**src/serial_flash_status_regs_defines.vh**
```
// Constants for the serial flash status register bank
`ifndef SERIAL_FLASH_STATUS_REGS_DEFINES_VH
`define SERIAL_FLASH_STATUS_REGS_DEFINES_VH

// ----------------------------------------------
// Instruction opcodes
// ----------------------------------------------
`define CMD_WRITE_ENABLE 8'h06
`define CMD_WRITE_DISABLE 8'h04
`define CMD_READ_SR_LOW 8'h05
`define CMD_READ_SR_MID 8'h35
`define CMD_READ_SR_HIGH 8'h15
`define CMD_WRITE_SR_LOW 8'h01
`define CMD_WRITE_SR_MID 8'h31
`define CMD_WRITE_SR_HIGH 8'h11
`define CMD_ENTER_QUAD_INSTR 8'h38
`define CMD_EXIT_QUAD_INSTR 8'hff
`define CMD_SUSPEND 8'h75
`define CMD_RESUME 8'h7a
`define CMD_ENTER_4BYTE 8'hb7
`define CMD_EXIT_4BYTE 8'he9

// ----------------------------------------------
// Field positions, low byte
// ----------------------------------------------
`define BIT_BUSY 0
`define BIT_WEL 1
`define BP_LSB 2
`define BP_MSB 6
`define BIT_PROT_LO 7

// ----------------------------------------------
// Field positions, mid byte
// ----------------------------------------------
`define BIT_PROT_HI 0
`define BIT_QE 1
`define BIT_PROG_SUSP 2
`define LOCK_LSB 3
`define LOCK_MSB 5
`define BIT_CMP 6
`define BIT_ERASE_SUSP 7

// ----------------------------------------------
// Field positions, high byte
// ----------------------------------------------
`define BIT_ADDR_CUR 0
`define BIT_ADDR_PWR 1
`define BIT_SCHEME 2
`define DRV_LSB 5
`define DRV_MSB 6
`define BIT_HOLD_RST 7

// ----------------------------------------------
// Reset values and protect modes
// ----------------------------------------------
`define BP_RESET 5'h00
`define LOCK_RESET 3'h0
`define DRV_RESET 2'h0
`define PROT_SOFT 2'h0
`define PROT_HW 2'h1
`define PROT_LOCKDOWN 2'h2
`define PROT_OTP 2'h3

// ----------------------------------------------
// Timing
// ----------------------------------------------
`define CORE_CLK_MHZ 40
`define SR_WRITE_TIME_NS 5000
`define SR_WRITE_CYCLES ((`SR_WRITE_TIME_NS * `CORE_CLK_MHZ) / 1000)

`endif

```
**src/pin_sync.v**
```verilog
// Two-stage synchroniser for a group of pin inputs
`timescale 1ns/10ps
module pin_sync #(
  parameter WIDTH = 6
) (
  input wire core_clk_in,
  input wire rst_n_in,
  input wire [WIDTH-1:0] pins_in,
  output wire [WIDTH-1:0] pins_out
);

  reg [WIDTH-1:0] meta_q;
  reg [WIDTH-1:0] sync_q;

  // First stage only feeds the second
  always @(posedge core_clk_in) begin
    if (!rst_n_in) begin
      meta_q <= {WIDTH{1'b1}};
      sync_q <= {WIDTH{1'b1}};
    end else begin
      meta_q <= pins_in;
      sync_q <= meta_q;
    end
  end

  assign pins_out = sync_q;

endmodule

```
**src/spi_byte_shift.v**
```verilog
// Serial byte shifter, one or four bits per serial clock edge
`timescale 1ns/10ps
module spi_byte_shift (
  input wire core_clk_in,
  input wire rst_n_in,
  input wire active_in,
  input wire quad_in,
  input wire rise_in,
  input wire fall_in,
  input wire [3:0] lines_in,
  input wire [7:0] tx_byte_in,
  output reg [7:0] rx_byte_out,
  output reg rx_valid_out,
  output wire [3:0] tx_nibble_out
);

  reg [7:0] rx_q;
  reg [7:0] tx_q;
  reg [2:0] cnt_q;

  // Receive on rising edges; count wraps at each byte
  always @(posedge core_clk_in) begin
    if (!rst_n_in || !active_in) begin
      rx_q <= 8'h00;
      cnt_q <= 3'h0;
      rx_byte_out <= 8'h00;
      rx_valid_out <= 1'b0;
    end else begin
      rx_valid_out <= 1'b0;
      if (rise_in) begin
        if (quad_in) begin
          rx_q <= {rx_q[3:0], lines_in};
          cnt_q <= cnt_q + 3'h4;
          rx_valid_out <= (cnt_q == 3'h4);
          rx_byte_out <= {rx_q[3:0], lines_in};
        end else begin
          rx_q <= {rx_q[6:0], lines_in[0]};
          cnt_q <= cnt_q + 3'h1;
          rx_valid_out <= (cnt_q == 3'h7);
          rx_byte_out <= {rx_q[6:0], lines_in[0]};
        end
      end
    end
  end

  // Transmit changes on falling edges; reload at a byte boundary
  always @(posedge core_clk_in) begin
    if (!rst_n_in || !active_in) begin
      tx_q <= 8'h00;
    end else if (fall_in) begin
      if (cnt_q == 3'h0) begin
        tx_q <= tx_byte_in;
      end else if (quad_in) begin
        tx_q <= {tx_q[3:0], 4'h0};
      end else begin
        tx_q <= {tx_q[6:0], 1'b0};
      end
    end
  end

  assign tx_nibble_out = quad_in ? tx_q[7:4] : {2'b00, tx_q[7], 1'b0};

endmodule

```
**src/serial_flash_status_regs.v**
```verilog
// Status and configuration register bank of a serial multi-I/O flash
//
// Behaviour
// - Busy flag reads 1 during program, erase or status write, else 0.
// - Write-enable latch is read-only; while 0 writes, program, erase refused.
// - Five block-protect bits pick the protected region when scheme select is 0.
// - Block-protect bits update only in mode 00, or in mode 01 with write-protect pin high.
// - With scheme 0, chip erase only if low three protect bits match the complement bit.
// - Mode 00 writable after write enable; mode 01 gated by write-protect pin.
// - Mode 10 locks writes until power cycle, which returns mode to 00.
// - Mode 11 locks the status registers permanently.
// - Quad enable turns write-protect and hold pins into data lines.
// - Enter four-wire instruction mode is ignored unless quad enable is 1.
// - In four-wire instruction mode quad enable stays 1 on any write.
// - Three security lock bits default 0, set individually, never clear.
// - Complement bit inverts the meaning of the block-protect bits.
// - Suspend sets erase or program flag; resume or power cycle clears both.
// - Current address width bit reads 0 for three bytes, 1 for four.
// - Power-up width bit used only at init, written by third-byte write.
// - Power-up width 0 starts three-byte mode, 1 starts four-byte mode.
// - Pin function bit picks hold or reset, only while quad enable is 0.
// - Scheme select bit is one-time programmable, never returns to 0.
// - Scheme 0 uses block protect; scheme 1 uses per-unit locks instead.
// - With scheme 1 all volatile unit locks are set at power-up.
// - Two drive bits pick full, three quarter, half or quarter strength.
// - Every status write clears the write-enable latch, even when refused.
`timescale 1ns/10ps
`include "serial_flash_status_regs_defines.vh"
module serial_flash_status_regs #(
  parameter SR_WRITE_CYCLES = `SR_WRITE_CYCLES
) (
  input wire core_clk_in,
  input wire rst_n_in,
  input wire nv_factory_load_in,
  input wire sclk_in,
  input wire cs_n_in,
  input wire [3:0] io_in,
  input wire array_busy_in,
  input wire array_erase_in,
  input wire array_cmd_done_in,
  output reg [3:0] io_out,
  output reg [3:0] io_oe_out,
  output reg busy_out,
  output reg wel_out,
  output reg [4:0] block_protect_out,
  output reg complement_out,
  output reg block_protect_active_out,
  output reg chip_erase_ok_out,
  output reg unit_lock_preset_out,
  output reg quad_pins_out,
  output reg hold_active_out,
  output reg pin_reset_out,
  output reg [2:0] security_lock_out,
  output reg erase_suspended_out,
  output reg program_suspended_out,
  output reg suspend_req_out,
  output reg resume_req_out,
  output reg four_byte_mode_out,
  output reg quad_instr_mode_out,
  output reg [1:0] drive_strength_out
);

  // ----------------------------------------------
  // Instruction states
  // ----------------------------------------------
  localparam ST_IDLE = 2'b00;
  localparam ST_CMD = 2'b01;
  localparam ST_DATA = 2'b10;

  reg [1:0] state_q;
  reg [7:0] opcode_q;
  reg [7:0] data_q;
  reg have_data_q;
  reg sclk_prev_q;
  reg cs_n_prev_q;
  reg init_pending_q;
  reg [15:0] sr_timer_q;

  // Register bank storage
  reg write_enable_latch_q;
  reg [4:0] block_protect_q;
  reg [1:0] reg_protect_mode_q;
  reg quad_io_enable_q;
  reg [2:0] security_lock_q;
  reg complement_protect_q;
  reg erase_suspended_flag_q;
  reg program_suspended_flag_q;
  reg current_addr_width_q;
  reg poweron_addr_width_q;
  reg protection_scheme_select_q;
  reg [1:0] drive_strength_q;
  reg hold_reset_select_q;
  reg quad_instruction_mode_q;

  wire sclk_s;
  wire cs_n_s;
  wire [3:0] io_s;
  wire [7:0] rx_byte;
  wire rx_valid;
  wire [3:0] tx_nibble;
  reg [7:0] tx_byte;

  // ----------------------------------------------
  // Pin sampling and edge detection
  // ----------------------------------------------
  pin_sync #(
    .WIDTH(6)
  ) u_sync (
    .core_clk_in(core_clk_in),
    .rst_n_in(rst_n_in),
    .pins_in({sclk_in, cs_n_in, io_in}),
    .pins_out({sclk_s, cs_n_s, io_s})
  );

  // Shared pins act as control inputs only while quad enable is 0
  wire pins_are_ctrl = !quad_io_enable_q;
  wire wp_pin_high = !pins_are_ctrl || io_s[2];
  wire hold_now = pins_are_ctrl && !hold_reset_select_q && !io_s[3] && !cs_n_s;
  wire pin_reset = pins_are_ctrl && hold_reset_select_q && !io_s[3];
  wire selected = !cs_n_s && !pin_reset;
  wire sclk_rise = selected && !hold_now && sclk_s && !sclk_prev_q;
  wire sclk_fall = selected && !hold_now && !sclk_s && sclk_prev_q;
  wire cs_rise = cs_n_s && !cs_n_prev_q;
  wire busy = (sr_timer_q != 16'h0000) || array_busy_in;

  // Status register write permission by protect mode
  wire sr_locked = (reg_protect_mode_q == `PROT_LOCKDOWN) ||
                   (reg_protect_mode_q == `PROT_OTP) ||
                   ((reg_protect_mode_q == `PROT_HW) && !wp_pin_high);
  wire sr_write_ok = write_enable_latch_q && !sr_locked && !busy;

  wire is_sr_write = (opcode_q == `CMD_WRITE_SR_LOW) ||
                     (opcode_q == `CMD_WRITE_SR_MID) ||
                     (opcode_q == `CMD_WRITE_SR_HIGH);
  wire exec = cs_rise && (state_q == ST_DATA);

  // Read-back views of the three bytes; reserved bits read zero
  wire [7:0] sr_low = {reg_protect_mode_q[0], block_protect_q, write_enable_latch_q, busy};
  wire [7:0] sr_mid = {erase_suspended_flag_q, complement_protect_q, security_lock_q,
                       program_suspended_flag_q, quad_io_enable_q, reg_protect_mode_q[1]};
  wire [7:0] sr_high = {hold_reset_select_q, drive_strength_q, 2'b00,
                        protection_scheme_select_q, poweron_addr_width_q, current_addr_width_q};

  spi_byte_shift u_shift (
    .core_clk_in(core_clk_in),
    .rst_n_in(rst_n_in),
    .active_in(selected),
    .quad_in(quad_instruction_mode_q),
    .rise_in(sclk_rise),
    .fall_in(sclk_fall),
    .lines_in(io_s),
    .tx_byte_in(tx_byte),
    .rx_byte_out(rx_byte),
    .rx_valid_out(rx_valid),
    .tx_nibble_out(tx_nibble)
  );

  // Byte returned for the status read instructions
  always @* begin
    tx_byte = 8'h00;
    if (opcode_q == `CMD_READ_SR_LOW) begin
      tx_byte = sr_low;
    end else if (opcode_q == `CMD_READ_SR_MID) begin
      tx_byte = sr_mid;
    end else if (opcode_q == `CMD_READ_SR_HIGH) begin
      tx_byte = sr_high;
    end
  end

  wire is_read = (state_q == ST_DATA) && ((opcode_q == `CMD_READ_SR_LOW) ||
                 (opcode_q == `CMD_READ_SR_MID) || (opcode_q == `CMD_READ_SR_HIGH));

  // ----------------------------------------------
  // Instruction sequencing
  // ----------------------------------------------
  always @(posedge core_clk_in) begin
    if (!rst_n_in || pin_reset) begin
      state_q <= ST_IDLE;
      opcode_q <= 8'h00;
      data_q <= 8'h00;
      have_data_q <= 1'b0;
      sclk_prev_q <= 1'b0;
      cs_n_prev_q <= 1'b1;
    end else begin
      sclk_prev_q <= sclk_s;
      cs_n_prev_q <= cs_n_s;
      case (state_q)
        ST_IDLE: begin
          have_data_q <= 1'b0;
          if (!cs_n_s) begin
            state_q <= ST_CMD;
          end
        end
        ST_CMD: begin
          if (cs_n_s) begin
            state_q <= ST_IDLE;
          end else if (rx_valid) begin
            opcode_q <= rx_byte;
            state_q <= ST_DATA;
          end
        end
        ST_DATA: begin
          if (cs_n_s) begin
            state_q <= ST_IDLE;
          end else if (rx_valid && !have_data_q) begin
            // Only the first data byte counts
            data_q <= rx_byte;
            have_data_q <= 1'b1;
          end
        end
        default: begin
          state_q <= ST_IDLE;
        end
      endcase
    end
  end

  // ----------------------------------------------
  // Volatile state
  // ----------------------------------------------
  always @(posedge core_clk_in) begin
    if (!rst_n_in || pin_reset) begin
      write_enable_latch_q <= 1'b0;
      quad_instruction_mode_q <= 1'b0;
      erase_suspended_flag_q <= 1'b0;
      program_suspended_flag_q <= 1'b0;
      // Power-up width reaches the live width only here
      current_addr_width_q <= nv_factory_load_in ? 1'b0 : poweron_addr_width_q;
      sr_timer_q <= 16'h0000;
      init_pending_q <= 1'b1;
      suspend_req_out <= 1'b0;
      resume_req_out <= 1'b0;
    end else begin
      init_pending_q <= 1'b0;
      suspend_req_out <= 1'b0;
      resume_req_out <= 1'b0;
      if (sr_timer_q != 16'h0000) begin
        sr_timer_q <= sr_timer_q - 16'h0001;
      end
      if (array_cmd_done_in) begin
        write_enable_latch_q <= 1'b0;
      end
      if (exec) begin
        if (opcode_q == `CMD_WRITE_ENABLE && !busy) begin
          write_enable_latch_q <= 1'b1;
        end else if (opcode_q == `CMD_WRITE_DISABLE) begin
          write_enable_latch_q <= 1'b0;
        end else if (is_sr_write) begin
          write_enable_latch_q <= 1'b0;
          if (sr_write_ok && have_data_q) begin
            sr_timer_q <= SR_WRITE_CYCLES[15:0];
          end
        end else if (opcode_q == `CMD_ENTER_QUAD_INSTR && quad_io_enable_q) begin
          quad_instruction_mode_q <= 1'b1;
        end else if (opcode_q == `CMD_EXIT_QUAD_INSTR) begin
          quad_instruction_mode_q <= 1'b0;
        end else if (opcode_q == `CMD_ENTER_4BYTE) begin
          current_addr_width_q <= 1'b1;
        end else if (opcode_q == `CMD_EXIT_4BYTE) begin
          current_addr_width_q <= 1'b0;
        end else if (opcode_q == `CMD_SUSPEND && array_busy_in) begin
          suspend_req_out <= 1'b1;
          erase_suspended_flag_q <= array_erase_in;
          program_suspended_flag_q <= !array_erase_in;
        end else if (opcode_q == `CMD_RESUME) begin
          resume_req_out <= 1'b1;
          erase_suspended_flag_q <= 1'b0;
          program_suspended_flag_q <= 1'b0;
        end
      end
    end
  end

  // ----------------------------------------------
  // Non-volatile cells
  // ----------------------------------------------
  // Cells keep their value over resets, mode 10 aside; only the factory load clears them
  wire nv_write = exec && is_sr_write && sr_write_ok && have_data_q;
  always @(posedge core_clk_in) begin
    if (!rst_n_in && nv_factory_load_in) begin
      block_protect_q <= `BP_RESET;
      reg_protect_mode_q <= `PROT_SOFT;
      quad_io_enable_q <= 1'b0;
      security_lock_q <= `LOCK_RESET;
      complement_protect_q <= 1'b0;
      poweron_addr_width_q <= 1'b0;
      protection_scheme_select_q <= 1'b0;
      drive_strength_q <= `DRV_RESET;
      hold_reset_select_q <= 1'b0;
    end else if (!rst_n_in) begin
      // A power cycle releases supply lock-down
      if (reg_protect_mode_q == `PROT_LOCKDOWN) begin
        reg_protect_mode_q <= `PROT_SOFT;
      end
    end else if (nv_write) begin
      if (opcode_q == `CMD_WRITE_SR_LOW) begin
        block_protect_q <= data_q[`BP_MSB:`BP_LSB];
        reg_protect_mode_q[0] <= data_q[`BIT_PROT_LO];
      end else if (opcode_q == `CMD_WRITE_SR_MID) begin
        reg_protect_mode_q[1] <= data_q[`BIT_PROT_HI];
        quad_io_enable_q <= data_q[`BIT_QE] || quad_instruction_mode_q;
        security_lock_q <= security_lock_q | data_q[`LOCK_MSB:`LOCK_LSB];
        complement_protect_q <= data_q[`BIT_CMP];
      end else begin
        poweron_addr_width_q <= data_q[`BIT_ADDR_PWR];
        protection_scheme_select_q <= protection_scheme_select_q | data_q[`BIT_SCHEME];
        drive_strength_q <= data_q[`DRV_MSB:`DRV_LSB];
        hold_reset_select_q <= data_q[`BIT_HOLD_RST];
      end
    end
  end

  // ----------------------------------------------
  // Registered outputs
  // ----------------------------------------------
  always @(posedge core_clk_in) begin
    if (!rst_n_in) begin
      io_out <= 4'h0;
      io_oe_out <= 4'h0;
      busy_out <= 1'b0;
      wel_out <= 1'b0;
      block_protect_out <= `BP_RESET;
      complement_out <= 1'b0;
      block_protect_active_out <= 1'b0;
      chip_erase_ok_out <= 1'b0;
      unit_lock_preset_out <= 1'b0;
      quad_pins_out <= 1'b0;
      hold_active_out <= 1'b0;
      pin_reset_out <= 1'b0;
      security_lock_out <= `LOCK_RESET;
      erase_suspended_out <= 1'b0;
      program_suspended_out <= 1'b0;
      four_byte_mode_out <= 1'b0;
      quad_instr_mode_out <= 1'b0;
      drive_strength_out <= `DRV_RESET;
    end else begin
      // Drive the data lines only while a status read is selected and not held
      io_out <= tx_nibble;
      io_oe_out <= (is_read && selected && !hold_now) ?
                   (quad_instruction_mode_q ? 4'hf : 4'h2) : 4'h0;
      busy_out <= busy;
      wel_out <= write_enable_latch_q;
      block_protect_out <= block_protect_q;
      complement_out <= complement_protect_q;
      block_protect_active_out <= !protection_scheme_select_q;
      // Per-unit scheme decides chip erase on its own locks
      chip_erase_ok_out <= write_enable_latch_q && (protection_scheme_select_q ||
                           (block_protect_q[2:0] == 3'h0 && !complement_protect_q) ||
                           (block_protect_q[2:0] == 3'h7 && complement_protect_q));
      unit_lock_preset_out <= init_pending_q && protection_scheme_select_q;
      quad_pins_out <= quad_io_enable_q;
      hold_active_out <= hold_now;
      pin_reset_out <= pin_reset;
      security_lock_out <= security_lock_q;
      erase_suspended_out <= erase_suspended_flag_q;
      program_suspended_out <= program_suspended_flag_q;
      four_byte_mode_out <= current_addr_width_q;
      quad_instr_mode_out <= quad_instruction_mode_q;
      drive_strength_out <= drive_strength_q;
    end
  end

endmodule

```
**config.mk**
```make
export PLATFORM = sky130hd
export DESIGN_NAME = serial_flash_status_regs
export DESIGN_NICKNAME = d
export VERILOG_FILES = /design/src/pin_sync.v /design/src/spi_byte_shift.v /design/src/serial_flash_status_regs.v
export VERILOG_INCLUDE_DIRS = /design/src
export SDC_FILE = /design/constraint.sdc
export NUM_CORES = 1
export LEC_CHECK = 0
export ABC_AREA = 1
export BUFFER_PORTS_ARGS = -buffer_cell sky130_fd_sc_hd__clkbuf_2
export CAP_MARGIN = 20
export CORE_MARGIN = 1.5
export CORE_UTILIZATION = 50
export CTS_BUF_LIST = sky130_fd_sc_hd__clkbuf_4
export CTS_CLUSTER_DIAMETER = 60
export CTS_CLUSTER_SIZE = 40
export DETAILED_ROUTE_END_ITERATION = 10
export GPL_ROUTABILITY_DRIVEN = 0
export PLACE_DENSITY = 0.67
export RECOVER_POWER = 100
export SLEW_MARGIN = 10
export SYNTH_ARGS = -nofsm -noshare
export SYNTH_HDL_FRONTEND = slang
export SYNTH_SLANG_ARGS = --single-unit
```
**constraint.sdc**
```tcl
create_clock -name core_clk_in -period 3 [get_ports core_clk_in]
set_input_delay 0.6 -clock core_clk_in [delete_from_list [all_inputs] [get_ports core_clk_in]]
set_output_delay 0.6 -clock core_clk_in [all_outputs]
set_load 0.02 [all_outputs]
```
==> results of run 1 <==
==> routing by layer <==
layer	up-vias	GRT usage, %	part of all wire, %
li1	2333	-	-
met3	26	5.201	7.8
met2	178	36.14	43
met1	2040	32.19	47
met5	-	0	0
met4	0	11.31	2.2
==> layout by cell type (no fill, tap or decap), types with 7 or more instances in the layout <==
| cell | synthesis | layout |
|---|---|---|
| a21oi_1 | 45 | 45 |
| clkbuf_1 | 15 | 37 |
| clkbuf_2 | 0 | 10 |
| clkbuf_4 | 0 | 17 |
| dfxtp_1 | 122 | 122 |
| inv_1 | 92 | 95 |
| nand2_1 | 130 | 131 |
| nand3_1 | 38 | 41 |
| nand4_1 | 11 | 11 |
| nor2_1 | 113 | 116 |
| nor3_1 | 18 | 18 |
| o21ai_0 | 51 | 51 |
| or2_2 | 12 | 12 |
| xor2_1 | 7 | 7 |
==> power breakdown <==
part           switching [uW]  total, uW  leakage (uW)  internal [uW]
sequential               6.35       1650      0.000997           1650
combinational            46.4       65.0       0.00138           18.6
clock                     649       1230      0.000153            576
total                     701       2940       0.00253           2240
==> layout make-up <==
| type | count | area [um2] | area share (%) |
|---|---|---|---|
| inverter | 97 | 364.1 | 6.401 |
| multi-input combinational | 463 | 2165 | 38.06 |
| sequential | 123 | 2472 | 43.47 |
| clock inverter | 15 | 173.9 | 3.058 |
| tap | 133 | 166.4 | 2.926 |
| timing repair buffer | 51 | 219.0 | 3.850 |
| clock buffer | 17 | 127.6 | 2.244 |
==> synthesized netlist by cell type (6+ instances only) <==
cell / number
a211oi_1: 6
a21oi_1: 45
clkbuf_1: 15
dfxtp_1: 122
inv_1: 92
nand2_1: 130
nand3_1: 38
nand4_1: 11
nor2_1: 113
nor2_2: 8
nor3_1: 18
o21ai_0: 51
or2_2: 12
xor2_1: 7
==> logic make-up (layout without fill, tap and decap cells) <==
family | Yosys count | count (layout) | synth area share, %
simple gates | 338 | 338 | 28.45
fa+ha+maj | 4 | 4 | 0.9719
compound gates | 109 | 109 | 11.20
buf+inv | 122 | 180 | 9.329
flops | 123 | 123 | 48.01
xor+xnor | 12 | 12 | 2.041
==> final timing paths <==
check	startpoint	end	slack, ps	cells after the start
worst max-delay path	sr_timer_q[0]	reg_protect_mode_q[1]	640	11
worst min-delay path	io_in[3]	u_sync.meta_q[3]	250	2
worst max register to register	sr_timer_q[0]	reg_protect_mode_q[1]	640	11
worst min register to register	u_sync.meta_q[4]	u_sync.pins_out[4]	420	1
==> registers in the layout, indices dropped and copies added, names as in the netlist, 2 cells and up <==
register,cells
state_q,2
data_q,8
reg_protect_mode_q,2
u_shift.cnt_q,3
block_protect_q,5
security_lock_out,3
block_protect_out,5
u_shift.rx_q,8
opcode_q,8
security_lock_q,3
u_shift.tx_q,8
u_sync.meta_q,6
drive_strength_out,2
drive_strength_q,2
io_oe_out,2
u_sync.pins_out,6
sr_timer_q,16
io_out,4
==> through the flow <==
step	util, %	setup slack [ps]	power [uW]	cells	hold slack, ps
floorplan	-	1383	1732	708	392.5
global placement	55.48	989.0	1758	867	394.6
detailed placement	55.48	856.9	1758	867	399.9
CTS	58.54	815.9	2980	899	197.0
global route	57.66	397.5	3049	899	207.5
finish	57.66	644.6	2944	899	247.0
==> metrics list, run 1 <==
- Synthesis Warnings: 0
- In the final timing run, aggregate negative setup slack is 0 ps.
* Number of global-route vias before repair: 4302
- The run finished with clean final reports.
- Maximum number of pins on one net before global-route repair: 31
- After clock tree synthesis, the repair step resized 0 gates.
- Initial antenna violation count: 0
- Cell area after synthesis: 5150 um2
- H-Tree Depth: 4
* Highest ir drop seen on vdd: 307.3 uV
- Num CTS Buffers: 17
- Number of max-cap violations: 0
- IO buf count: 44
* Async set or reset register ratio after synthesis: 0%
* Portion of the post-synthesis area used by sequential elements: 48.01%
- Core box area: 9864 um2
- Global routing used 23.84% of the available tracks across all layers.
- WL final: 12.46 mm
* Mean instance size in the synthesized netlist: 7.274 um2
- The largest single stage delay on the critical path is 350 ps.
- The share of synthesized area in the top cell type comes to 47.42%.
* Number of register bits inferred by synthesis: 123
* Final slew viol count: 0
- Dividing total power by cell area gives a power density of 517.5 nW/um2.
* Highest clock frequency the design can meet: 424.6 MHz
* Critical path capture point type: flip-flop
* Clock slew at the register clock pins of the worst setup and hold paths: 110 ps
* Number of enable-type register cells in the synthesized netlist: 1
- By area the synthesized netlist is led by dfxtp_1, nand2_1, nor2_1, inv_1, o21ai_0.
- The floorplan has 36 rows.
* Cell area after placement: 5473 um2
- Final critical-path required period: 2355 ps
* Number of ports placed on the die boundary: 45
- Die footprint: 10920 um2
- The slowest stage of the critical path belongs to the cell dfxtp_1.
- For this run, the detailed router's first-pass iteration total came to 5.
- Class of the most critical hold timing path: in -> reg
* Average wire per standard cell: 13.86 um
- In this run the clock root is driven by a clkbuf_4.
- Using the TritonRoute via totals, the vias-per-cell ratio works out to 5.091.
* Type of element launching the critical path: flip-flop
- Counting the fill cells in the layout gives 965.
- Counting both buffers and inverters, the worst setup path holds a total of 3.
- In this run the deepest clock path goes through 2 buffers.
* Synth Instances: 708
* Cell type with the highest occurrence count on the critical path: nor2_1
- For this design the static power due to leakage is 0.002533 uW.
- TritonCTS clock tree: yes
- Syn_nets: 724
* RSZ-0062 raised after global routing: no
* Iter 0 DRT Violations: 366
- The hold violation total from the final report came to 0.
- Total grt overflow: 0
- The finished cells cover 5688 um2.
- The floorplan step set the die height to 104.5 um.
* Starting Density: 52.21%
* Global-route wire length before repair: 20.61 mm
* Worst clock skew: 20.28 ps
- For the pin with the worst max-slew slack, the measured transition is 877.5 ps.
- WP data arrival: 2830 ps
* Worst Setup Path Type: reg -> reg
- The wire-length estimate of the detail-placed layout is 8.986 mm.
- Worst relative slew slack: 41.50%
- Measured along the x axis, the die boundary spans 104.5 um.
- CTS saw 123 sinks.
- Routed vias: 4577
- Share of layout cells above drive strength 1: 8.225%
- For this run, design rule violations remaining after detail routing come to 0.
* Flip-flop cell with the highest count after synthesis: dfxtp_1
* Highest fanout seen on the critical path: 7
- Post-synthesis to final-layout area growth: 10.45%
- Most area-hungry cell type in the Yosys netlist: dfxtp_1
* Final number of setup-violating endpoints: 0
- In this run, post-CTS hold repair placed 0 buffers.
- Critical path data required time: 3470 ps
- 0 antenna diodes ended up in the layout.
- Yosys mapped the design onto 33 distinct sky130hd cell types.
- Crit-path cells: inv_1, ha_1, nand2_1, nor2_1, nand3_1, nor2_1, clkbuf_1, nand3_1, nand2_1, inv_1, nor2_1
* Top Family by Delay on Critical Path: simple AND/OR/NAND/NOR gates
- Post-CTS setup-driven buffer insertion count: 0
* Total Nets Final: 769
* Post-detailed-route count of antenna-violating nets: 0
* Portion of the clock cycle consumed by the worst path in the final layout: 78.51%
* Clock latency at the later pin of the worst-skew pair: 530 ps
(Power assumes the default switching activity.)
==> run 2: changes to the inputs <==
==> constraint.sdc (replaced) <==
create_clock -name core_clk_in -period 2.5 [get_ports core_clk_in]
set_input_delay 0.5 -clock core_clk_in [delete_from_list [all_inputs] [get_ports core_clk_in]]
set_output_delay 0.5 -clock core_clk_in [all_outputs]
set_load 0.02 [all_outputs]
==> run 2 against run 1 <==
Against the previous run:
- via count up 0.94%
- first-iteration DRC count down 1.9%
- sequential cell count unchanged
- largest cell class unchanged
- largest power group unchanged
- highest routed layer unchanged
==> metrics list, run 2 (synthesis gave the netlist of run 1 again) <==
- Number of flip-flops in the largest register: 16 (unchanged)
- The top cell types in the final layout, fill and taps aside, are nand2_1, dfxtp_1, nor2_1.
- The insertion delay to the later sink of the worst-skew pair is 520 ps (about the same).
* Maximum number of pins on one net before global-route repair: 22 (-29%)
- The number of cells in the finished layout apart from fillers came to 900 (+0.11%).
* Count of cells resized by post-cts repair: 0 (unchanged)
- Critical hold path startpoint: io_in[3]
- Highest fanout seen on the critical path: 10 (+3)
* Highest ir drop seen on vdd: 333.3 uV (+8.5%)
* Placed cells: 869 (+0.23%)
* Power, Total: 3424 uW (+16%)
- The critical path depth was 11 (unchanged).
- The number of buffers inserted to repair setup after CTS is 0 (unchanged).
* Iter 0 DRT Violations: 359 (-1.9%)
- Total Nets Final: 771 (+0.26%)
* Total grt overflow: 0 (unchanged)
* Die extent in x: 104.5 um (unchanged)
- The path class of the tightest hold or removal check is in -> reg.
* Critical path data required time: 2960 ps (-510 ps)
- Hold_ws: 158.6 ps (-88.39 ps)
- The count of boundary I/O pins came to 45 (unchanged).
- Aggregate global-route resource usage: 23.79% (-0.046 points)
- The number of global-route vias before repair was 4225 (-1.8%).
- The standby leakage power came to 0.002530 uW (-0.12%).
* Core box area: 9864 um2 (unchanged)
* Post-synthesis to final-layout area growth: 10.35% (about the same)
- Transition time at the pin with the least slew margin: 710.0 ps (-167.5 ps)
- Portion of the clock cycle consumed by the worst path in the final layout: 87.74% (+9.2 points)
* Drt drc: 0 (unchanged)
- Clock slew at the register clock pins of the worst setup and hold paths: 120 ps (about the same)
- Type of element launching the critical path: flip-flop
- TritonCTS built the clock tree.
- Highest clock frequency the design can meet: 455.9 MHz (+7.4%)
- Worst Setup Path Type: reg -> reg
- Crit-path cells: inv_1, ha_1, nand2_1, nor2_1, nand3_2, nor2_1, buf_4, nand3_1, nand2_1, nand2_1, nor2_1
- Critical path capture point type: flip-flop
- Post-detailed-route count of antenna-violating nets: 0 (unchanged)
- The library cell used most frequently in the layout, excluding fill and tap cells, is nand2_1.
* Num CTS Buffers: 17 (unchanged)
- The initial antenna violation count was 0 (unchanged).
- The final-report setup violation count is 0 (unchanged).
* WP data arrival: 2650 ps (-180 ps)
* R2r worst-path depth: 11 (unchanged)
- The tree is rooted in a clkbuf_4.
- Worst clock skew: 15.77 ps (-4.504 ps)
- Vias per inst: 5.133 (+0.83%)
- Die footprint: 10920 um2 (unchanged)
- Result of the run: complete, no violations
- Final slew viol count: 0 (unchanged)
- Register with the most flip-flops: sr_timer_q
* Worst relative slew slack: 52.67% (+11 points)
- Number of filler cells placed in the layout: 978 (+1.3%)
* Length of the first detailed-routing pass in iterations: 5 (unchanged)
- H-Tree Depth: 4 (unchanged)
- Routed vias: 4620 (+0.94%)
- The aggregate negative setup slack is 0 ps (unchanged).
* # diodes: 0 (unchanged)
- Crit path buffers/inverters: 2 (-1)
- Share of layout cells above drive strength 1: 8.735% (+0.51 points)
* Number of max-cap violations: 0 (unchanged)
- Cell Rows: 36 (unchanged)
- Clock Sink Count: 123 (unchanged)
- Starting Density: 52.21% (unchanged)
- On the critical path, the stage with the largest delay is an instance of dfxtp_1.
- The quantity of hold-fixing buffers added after cts came to 0 (unchanged).
- The areal power density over the cells came to 602.5 nW/um2 (+16%).
- Slowest stage delay, CP: 370 ps (+20 ps)
* CP Launch Point: sr_timer_q[0]
- The average routed wire per standard cell is 13.74 um (-0.89%).
- Startpoint of the worst register-to-register path: sr_timer_q[0]
- Max Root-Sink Buffers: 2 (unchanged)
- Floorplan die height: 104.5 um (unchanged)
- RSZ-0062 raised after global routing: no
- Top Family by Delay on Critical Path: simple AND/OR/NAND/NOR gates
- The total of buffers placed on input and output ports came to 44 (unchanged).
- The hold violation total from the final report is 0 (unchanged).
- The post-placement worst setup slack came to 456.3 ps (-400.6 ps).
* Final critical-path required period: 2194 ps (-161.8 ps)
* Fin worst setup slack: 306.4 ps (-338.2 ps)
* Global-route wire length before repair: 20.61 mm (unchanged)
- The worst hold path cell count was 2 (unchanged).
- DPL Wire Length: 9.110 mm (+1.4%)
- WL final: 12.37 mm (-0.78%)
==> run 2: changes by cell type in the layout (fill, tap and decap cells not counted) <==
cell and change:
inv_2 +1, bufinv_16 -1, nand3_1 -1, buf_4 +2
inv_6 -1, clkinv_4 -1, clkinvlp_4 +2, nand3_2 +1
inv_8 +1, clkinv_1 -1, inv_1 -1
==> run 2: final cells by class <==
| cell class | count | area, um2 | share of cell area (%) |
|---|---|---|---|
| Multi-Input combinational cell | 463 | 2170 | 38.18 |
| Timing Repair Buffer | 53 | 234.0 | 4.117 |
| Inverter | 97 | 364.1 | 6.407 |
| Sequential cell | 123 | 2472 | 43.51 |
| Clock buffer | 17 | 127.6 | 2.246 |
| Clock inverter | 14 | 148.9 | 2.620 |
| Tap cell | 133 | 166.4 | 2.928 |
==> run 2: power breakdown <==
| group | internal, uW | switching (uW) |
|---|---|---|
| clock network | 591 | 770 |
| logic | 23.6 | 55.8 |
| registers | 1980 | 7.81 |
==> run 2: routing by layer <==
layer	share of wire, %	vias up	track usage, %	routed length [um]
met5	0	-	0	0
met4	0.78	0	6.250	97
met3	7.7	11	6.767	956
met2	43	172	34.59	5313
met1	48	2101	34.37	5997
li1	-	2336	-	-
==> run 2: metrics by stage <==
step	cell area (um2)	utilization (%)
after CTS	5764	58.43
after detailed placement	5488	55.63
after floorplan	5150	-
after global routing	5683	57.61
after global placement	5488	55.63
final	5683	57.61
==> run 2: final timing paths <==
kind	to	slack, ps
max	hold_reset_select_q	310
min	u_sync.meta_q[3]	160
max reg2reg	hold_reset_select_q	310
min reg2reg	u_sync.pins_out[2]	420
